`src/hw/bfo_params.svh`:
```
// Constants for the bit-oriented file-register instruction block
`ifndef BFO_PARAMS_SVH
`define BFO_PARAMS_SVH

`define BFO_INSTR_W     14
`define BFO_DATA_W      8
`define BFO_ADDR_W      7
`define BFO_BITSEL_W    3
`define BFO_CLASS_HI    13
`define BFO_CLASS_LO    12
`define BFO_SEL_HI      11
`define BFO_SEL_LO      10
`define BFO_BIT_HI      9
`define BFO_BIT_LO      7
`define BFO_ADDR_HI     6
`define BFO_ADDR_LO     0
`define BFO_CLASS_BITOP 2'h1
`define BFO_SEL_CLR     2'h0
`define BFO_SEL_SET     2'h1
`define BFO_SEL_TST     2'h2
`define BFO_CYC_BITOP   1
`define BFO_CYC_SKIP    2

`endif

```
`src/hw/bfo_pkg.sv`:
```
// Types shared by the bit-oriented instruction block
`default_nettype none

package bfo_pkg;
  typedef enum logic [1:0] {
    BFO_OP_NONE,
    BFO_OP_CLR,
    BFO_OP_SET,
    BFO_OP_TST
  } bfo_op_t;
endpackage

`default_nettype wire

```
`src/hw/bfo_mem_if.sv`:
```
// Port bundle between the execution logic and the file register memory
`default_nettype none

interface bfo_mem_if #(
  parameter int DATA_W = 8,
  parameter int ADDR_W = 7
);
  logic [ADDR_W-1:0] rd_addr;
  logic [DATA_W-1:0] rd_data;
  logic              wr_en;
  logic [ADDR_W-1:0] wr_addr;
  logic [DATA_W-1:0] wr_data;
  logic [ADDR_W-1:0] peek_addr;
  logic [DATA_W-1:0] peek_data;

  modport core (
    output rd_addr, wr_en, wr_addr, wr_data, peek_addr,
    input  rd_data, peek_data
  );
  modport mem (
    input  rd_addr, wr_en, wr_addr, wr_data, peek_addr,
    output rd_data, peek_data
  );
endinterface

`default_nettype wire

```
`src/hw/bfo_file_mem.sv`:
```
// File register memory: one write port, two registered read ports
`default_nettype none

module bfo_file_mem #(
  parameter int DATA_W = 8,
  parameter int ADDR_W = 7
) (
  input  wire logic clk_i,
  input  wire logic rst_n_i,
  bfo_mem_if.mem    m
);
  logic [DATA_W-1:0] mem_array [2**ADDR_W];

  always_ff @(posedge clk_i) begin
    if (m.wr_en) begin
      mem_array[m.wr_addr] <= m.wr_data;
    end
  end

  // Write-first bypass so back-to-back ops on one address see new data
  always_ff @(posedge clk_i or negedge rst_n_i) begin
    if (!rst_n_i) begin
      m.rd_data <= '0;
    end else if (m.wr_en && (m.wr_addr == m.rd_addr)) begin
      m.rd_data <= m.wr_data;
    end else begin
      m.rd_data <= mem_array[m.rd_addr];
    end
  end

  always_ff @(posedge clk_i or negedge rst_n_i) begin
    if (!rst_n_i) begin
      m.peek_data <= '0;
    end else if (m.wr_en && (m.wr_addr == m.peek_addr)) begin
      m.peek_data <= m.wr_data;
    end else begin
      m.peek_data <= mem_array[m.peek_addr];
    end
  end
endmodule

`default_nettype wire

```
`src/hw/bfo_core.sv`:
```
// Execution of clear-bit, set-bit and test-bit-skip-if-zero instructions
`include "bfo_params.svh"
`default_nettype none

module bfo_core #(
  parameter int DATA_W = `BFO_DATA_W,
  parameter int ADDR_W = `BFO_ADDR_W
) (
  input  wire logic                   clk_i,
  input  wire logic                   reset_n_i,
  input  wire logic                   instr_valid_i,
  input  wire logic [`BFO_INSTR_W-1:0] instr_i,
  input  wire logic                   ext_wr_en_i,
  input  wire logic [ADDR_W-1:0]      ext_wr_addr_i,
  input  wire logic [DATA_W-1:0]      ext_wr_data_i,
  output logic                        ext_wr_ready_o,
  input  wire logic [ADDR_W-1:0]      peek_addr_i,
  output logic [DATA_W-1:0]           peek_data_o,
  output logic                        skip_o,
  output logic                        done_o,
  output bfo_pkg::bfo_op_t            done_op_o,
  output logic [ADDR_W-1:0]           done_addr_o
);
  import bfo_pkg::*;

  ////////////////////////////////////////////////////////////////////////
  // Reset release
  logic [1:0] rst_sync_reg;
  logic       rst_n;

  always_ff @(posedge clk_i or negedge reset_n_i) begin
    if (!reset_n_i) begin
      rst_sync_reg <= 2'h0;
    end else begin
      rst_sync_reg <= {rst_sync_reg[0], 1'b1};
    end
  end

  assign rst_n = rst_sync_reg[1];

  ////////////////////////////////////////////////////////////////////////
  // Memory
  bfo_mem_if #(.DATA_W(DATA_W), .ADDR_W(ADDR_W)) mem_bus ();

  bfo_file_mem #(
    .DATA_W (DATA_W),
    .ADDR_W (ADDR_W)
  ) u_mem (
    .clk_i   (clk_i),
    .rst_n_i (rst_n),
    .m       (mem_bus.mem)
  );

  ////////////////////////////////////////////////////////////////////////
  // Decode stage
  logic [1:0]              fld_class;
  logic [1:0]              fld_sel;
  logic [`BFO_BITSEL_W-1:0] fld_bit;
  logic [ADDR_W-1:0]       fld_addr;
  bfo_op_t                 dec_op;
  bfo_op_t                 s1_op;

  assign fld_class = instr_i[`BFO_CLASS_HI:`BFO_CLASS_LO];
  assign fld_sel   = instr_i[`BFO_SEL_HI:`BFO_SEL_LO];
  assign fld_bit   = instr_i[`BFO_BIT_HI:`BFO_BIT_LO];
  assign fld_addr  = instr_i[`BFO_ADDR_HI:`BFO_ADDR_LO];

  always_comb begin
    dec_op = BFO_OP_NONE;
    if (fld_class == `BFO_CLASS_BITOP) begin
      case (fld_sel)
        `BFO_SEL_CLR: dec_op = BFO_OP_CLR;
        `BFO_SEL_SET: dec_op = BFO_OP_SET;
        `BFO_SEL_TST: dec_op = BFO_OP_TST;
        default:      dec_op = BFO_OP_NONE;
      endcase
    end
  end

  // Word fetched during a failing test runs as a nop
  assign s1_op = (instr_valid_i && !skip_o) ? dec_op : BFO_OP_NONE;

  assign mem_bus.rd_addr   = fld_addr;
  assign mem_bus.peek_addr = peek_addr_i;
  assign peek_data_o       = mem_bus.peek_data;

  ////////////////////////////////////////////////////////////////////////
  // Execute stage registers
  bfo_op_t                  s2_op_reg;
  logic [`BFO_BITSEL_W-1:0] s2_bit_reg;
  logic [ADDR_W-1:0]        s2_addr_reg;

  always_ff @(posedge clk_i or negedge rst_n) begin
    if (!rst_n) begin
      s2_op_reg   <= BFO_OP_NONE;
      s2_bit_reg  <= '0;
      s2_addr_reg <= '0;
    end else begin
      s2_op_reg   <= s1_op;
      s2_bit_reg  <= fld_bit;
      s2_addr_reg <= fld_addr;
    end
  end

  ////////////////////////////////////////////////////////////////////////
  // Read-modify-write
  logic [DATA_W-1:0] rd_val;
  logic [DATA_W-1:0] mod_val;
  logic              bit_wr;
  logic              tested_bit;

  assign rd_val     = mem_bus.rd_data;
  assign tested_bit = rd_val[s2_bit_reg];
  assign bit_wr     = (s2_op_reg == BFO_OP_CLR) || (s2_op_reg == BFO_OP_SET);

  generate
    for (genvar i = 0; i < DATA_W; i++) begin : g_bit
      // Only the selected bit follows the op, the rest are kept
      assign mod_val[i] = (s2_bit_reg == `BFO_BITSEL_W'(i)) ?
                          (s2_op_reg == BFO_OP_SET) : rd_val[i];
    end
  endgenerate

  // Bit ops own the write port; other writers wait on ready
  assign ext_wr_ready_o  = !bit_wr;
  assign mem_bus.wr_en   = bit_wr || ext_wr_en_i;
  assign mem_bus.wr_addr = bit_wr ? s2_addr_reg : ext_wr_addr_i;
  assign mem_bus.wr_data = bit_wr ? mod_val : ext_wr_data_i;

  assign skip_o = (s2_op_reg == BFO_OP_TST) && !tested_bit;

  ////////////////////////////////////////////////////////////////////////
  // Completion report
  always_ff @(posedge clk_i or negedge rst_n) begin
    if (!rst_n) begin
      done_o      <= 1'b0;
      done_op_o   <= BFO_OP_NONE;
      done_addr_o <= '0;
    end else begin
      done_o      <= (s2_op_reg != BFO_OP_NONE);
      done_op_o   <= s2_op_reg;
      done_addr_o <= s2_addr_reg;
    end
  end
endmodule

`default_nettype wire

```
`config.mk`:
```
export PLATFORM = sky130hd
export DESIGN_NAME = bfo_core
export DESIGN_NICKNAME = d
export VERILOG_FILES = /design/src/hw/bfo_pkg.sv /design/src/hw/bfo_mem_if.sv /design/src/hw/bfo_file_mem.sv /design/src/hw/bfo_core.sv
export VERILOG_INCLUDE_DIRS = /design/src /design/src/hw
export SDC_FILE = /design/constraint.sdc
export NUM_CORES = 1
export LEC_CHECK = 0
export BUFFER_PORTS_ARGS = -buffer_cell sky130_fd_sc_hd__buf_2
export CORE_AREA = 2 2 385 387
export CTS_CLUSTER_DIAMETER = 60
export DETAILED_ROUTE_END_ITERATION = 12
export DIE_AREA = 0 0 387 389
export PLACE_DENSITY = 0.58
export SLEW_MARGIN = 20
export SYNTH_ARGS = -nofsm -noshare
export SYNTH_HDL_FRONTEND = slang
export SYNTH_SLANG_ARGS = --single-unit
```
`constraint.sdc`:
```
create_clock -name clk_i -period 2.3 [get_ports clk_i]
set_input_delay 0.23 -clock clk_i [delete_from_list [all_inputs] [get_ports clk_i]]
set_output_delay 0.23 -clock clk_i [all_outputs]
set_load 0.1 [all_outputs]
```
[After elaboration in Yosys (flattened, before gate mapping)]
Memories as Yosys holds them, arrays and structs flattened. A register that Yosys moved wholly into a read port is not among the register bits.
Index checks and enable logic that the tools add are counted.
Word-level totals
  bits in registers: 24
  input port bits: 40
  memories kept: 1
  output and inout port bits: 20
  logic and storage cells: 51
  memory bits (writable): 1024
Cells by class
  multiplexer cells: 17
  reductions and logical operators: 12
  eq/ne operators: 13
  magnitude comparators: 1
Memory list
  u_mem.mem_array: depth 128, bits a word 8, read ports 2, clocked after memory_dff 2, write ports 1, RTL line bfo_file_mem.sv:12  | logic [DATA_W-1:0] mem_array [2**ADDR_W];
Operator list (count)
  $eq 3x3->1 const B: 4
  $mux 1: 11
  $mux 8: 1
  $mux 7: 1
  $eq 2x1->1 const B: 3
  $eq 2x2->1 const B: 3
  $eq 3x2->1 const B: 2
  $pmux 2 s3: 1
  $logic_not 1->1: 5
  $lt 3x4->1 const B: 1
  $mux 2: 2
  $bmux 1 s3: 1
  $eq 3x1->1 const B: 1
  $logic_not 3->1: 1
  $logic_and 1x1->1: 2
  $logic_not 2->1: 1
  $logic_or 1x1->1: 2
  $reduce_bool 2->1: 1

[Logic depth before layout (Yosys ltp)]
  depth in word-level cells: 7
  depth in mapped cells: 12
  gate-level depth less buffers: 9

[Hierarchy]
A second synthesis with hierarchy kept.
Second synthesis, totals
  cell total of the unflattened synthesis: 2939
  area total of the unflattened synthesis: 50731.2 um^2
By module, submodules not included
  bfo_file_mem: seq. area each 31149.9 um^2, area each 49610.1 um^2, cells each 2840, times used 1
  bfo_core: seq. area each 600.6 um^2, area each 1121.1 um^2, cells each 99, times used 1

[Worst setup path before layout]
No wires, ideal clock.
  kind: reg-to-reg
  start point: register s2_op_reg[1]
  end point: memory u_mem.mem_array[0][4], data pin
  cell stages (with the launch flop): 8
  required time: 1.394 ns
  path buffers: 3
  data arrival time: 4.923 ns
  setup slack: -3.529 ns
  library setup time: 0.906 ns
  clock period less this slack: 5.829 ns
  path through: dfrtp_1 -> inv_1 -> ha_1 -> buf_2 -> buf_2 -> buf_1 -> nor2_1 -> a21oi_1
Between the ends
  longest elaborated chain between the ends: 3
  elaborated cells between the ends (all ways): 5
  those cells by class: 2 x eq/ne; 2 x mux; 1 x reduce/logical
Ends and longest elaborated chain
  from (decl): RTL line bfo_core.sv:89  | bfo_op_t s2_op_reg;
  from (signal assigned): RTL line bfo_core.sv:99  | s2_op_reg <= s1_op;
  $eq 2x2->1 / $eq 2x1->1 (equally long branches): RTL line bfo_core.sv:114, bfo_core.sv:120
  $mux 1 / $logic_or 1x1->1 (equally long branches): RTL line bfo_core.sv:119, bfo_core.sv:114
  $mux 8 (*): RTL line bfo_core.sv:128  | assign mem_bus.wr_data = bit_wr ? mod_val : ext_wr_data_i;
  via mem_bus.wr_data[4]: RTL line bfo_mem_if.sv:12  | logic [DATA_W-1:0] wr_data;
  to (decl): RTL line bfo_file_mem.sv:12
The timed path passes the listed nets; every way through them passes the cells marked *.

==> flow_summary.ini <==
[sta]
final_max_slew_viol_count = 0
setup_ws_ns = -0.314
rsz0062_at_grt = yes
skew_ns = 0.0483
finalHoldViolations = 0
relSlewSlack_pct = 30.9
fin_crit_ns = 2.61
tightest_slew_ns = 1.03
setup-violations-final = 1682
max_freq_ghz = 0.383
fin_crit_sh_pct = 114

[setup_path]
end_kind = flop
path_class = flop to flop
cp.required_ns = 2.92
cp-start-kind = flop
critPathArrivalTime_ns = 3.23
crit_path_max_fanout = 7

[clock_network]
cts_buffers = 119
cts_tree = done
clock-root-buffer = clkbuf_16
clock_latency_ns = 0.78
cts_num_sinks = 1064
clkTransAtPathRegs_ns = 0.06
htreeDepth = 3
cts_buffer_depth = 3

[detailed_routing]
drc = 0
drt_wl_total_um = 176000
wl_per_cell_um = 31.0
first_pass_iters = 6
drtIter0Drc = 4400
vias_per_cell = 5.97
ant_nets = 0
vias = 33918

[grt]
grt_antenna_before_repair = 7
grtUsageTotal_pct = 23.0
grt_overflow = 0
grt_max_degree = 97
grt_pass1_vias = 33436
grt_pass1_wl_um = 249000

[synth]
ys.flop_type = edfxtp_1
netlist_instances = 2993
syn_area_per_cell_um2 = 17.1
ys_seq_elements = 1064
yosysWarnings = 0
ys_top_cells_by_area = edfxtp_1 (60%), mux4_2 (16%), mux2i_1 (6.8%), dfrtp_1 (2.0%), o221ai_1 (1.7%)
yosys.cell_types.count = 73
synth.yosys.seq_area_share_pct = 62.2
async_flop_share_pct = 3.76
synth_nets = 3038
synth_edf_count = 1024
synth_top_cell_area_share_pct = 60.2
synth.most_common_cell = edfxtp_1
synth_area_mm2 = 0.0510
yosysTopAreaCell = edfxtp_1
synthTopCellsByCount = edfxtp_1 (1024), mux4_2 (358), mux2i_1 (348)

[layout]
syn_to_final_growth_pct = 25.9
regMostFlops = u_mem.mem_array
nNetsFinal = 3697
fin_util_pct = 43.8
largest_reg_flops = 1024
fillerInstances = 12804
reg.largest.list = u_mem.mem_array (1024), u_mem.m.peek_data (8), u_mem.m.rd_data (8)
drive_gt1_share_pct = 39.3

[run_status]
violations = setup timing
status = finished, violations left

[placement]
post-dp-hpwl_um = 124000
gp_congestion = 0.950
numPortBuffers = 59
dp_slack_ns = -0.791

[floorplanning]
fp-row-count = 141
die_y_um = 389
start_util_pct = 34.8
coreArea_mm2 = 0.147
die-area_mm2 = 0.151
ios = 60
die_x_um = 387

[power]
irDropWorstVdd_v = 0.000604
cellPowerDensity_mw_per_mm2 = 737
leakage_uw = 0.0224

[min_path]
hp-class = primary input to flop

[flow_run]
cap_violations = 0
==> layout by cell type, fill, tap and decap left out, types with 14 or more instances in the layout <==
cell,count
a21oi_1,85
a31oi_1,15
buf_12,95
buf_2,52
buf_4,503
buf_6,73
buf_8,24
bufinv_16,15
clkbuf_1,16
clkbuf_16,122
clkinv_1,19
clkinv_2,24
clkinvlp_4,15
dfrtp_1,39
dlygate4sd3_1,17
edfxtp_1,1024
mux2_2,14
mux2i_1,343
mux4_1,15
mux4_2,358
nand2_1,89
nand3_1,49
nor2_1,129
nor2_2,27
nor2_4,42
o211a_1,16
o211ai_1,19
o21ai_0,28
o221ai_1,101
o22ai_1,75
==> where the power goes <==
part / switching, uW / internal [uW]
logic: 3530 / 2320
clock network: 8260 / 11500
registers: 125 / 21700
==> final cells by class <==
cell class	instances	area, um2	area share (%)
tap	1930	2410	3.76
timing repair buffer	769	7410	11.5
clock buffer	140	3130	4.87
antenna	2	5.00	0.00779
inverter	22	110	0.171
multi-input combinational	1676	18500	28.8
sequential	1064	31800	49.4
clock inverter	82	920	1.43
==> cell families (layout without fill, tap and decap cells) <==
kind of cell             after synthesis  after routing  synth area share [%]
AND/OR/NAND/NOR                      462            463                  4.10
flip-flops                          1064           1064                  62.2
AO/OA/AOI/OAI                        456            456                  6.43
XOR/XNOR                              16             16                 0.275
other                                  1              3               0.00735
multiplexers                         735            735                  23.7
adder cells (fa/ha/maj)                5              5                 0.123
buffers and inverters                254           1013                  3.17
==> what timing repair did <==
action	in CTS	in global routing
cloned	4	2
endpoints found under the setup margin	1805	1812
pin swaps	24	19
gates resized for setup	184	122
endpoints found under the hold margin	14	0
buffers inserted	22	10
hold buffers	17	0
==> metal layers <==
layer | global-route usage (%) | vias up | routed length, um | part of all wire (%)
met3 | 4.23 | 351 | 16400 | 9.3
met5 | 0 | - | 34 | 0.019
li1 | - | 13843 | - | -
met1 | 32.1 | 17834 | 71900 | 41
met4 | 8.80 | 6 | 7520 | 4.3
met2 | 35.9 | 1884 | 80300 | 46
==> metrics by stage <==
stage	std cells	TNS, ns	cell area, um2	hold slack, ns	total power, uW
after floorplan	2993	-875.29	51200	-0.0656	25100
after global placement	5409	-374.99	58500	0.0152	27600
after detailed placement	5409	-477.00	58500	0.0225	27600
after CTS	5673	-313.72	63700	0.000254	47400
after global routing	5684	-336.85	64300	0.0630	48500
final	5685	-246.93	64300	0.0374	47400
==> worst max-delay path, stage by stage, from the launching register on <==
cell and delay [ns]:
dfrtp_1 0.37, inv_2 0.06, ha_4 0.34, buf_6 0.13, buf_8 0.12, mux2i_4 0.25
buf_6 0.13, xnor2_1 0.06, nor4_2 0.27, buf_4 0.22, nor2_1 0.06, o211ai_1 0.29
a32oi_2 0.15
==> worst paths after layout <==
kind / from / slack, ns / depth (start not counted) / endpoint
max: s2_op_reg[0] / -0.31 / 12 / u_mem.m.peek_data[6]
min: ext_wr_data_i[7] / 0.04 / 4 / u_mem.mem_array[88][7]
max reg2reg: s2_op_reg[0] / -0.31 / 12 / u_mem.m.peek_data[6]
min reg2reg: rst_sync_reg[0] / 0.36 / 0 / rst_sync_reg[1]
max in group asynchronous: rst_sync_reg[1] / 1.31 / 0 / s2_addr_reg[5]
min in group asynchronous: reset_n_i / 0.29 / 3 / rst_sync_reg[0]
Power figures use the tool's default switching activity.
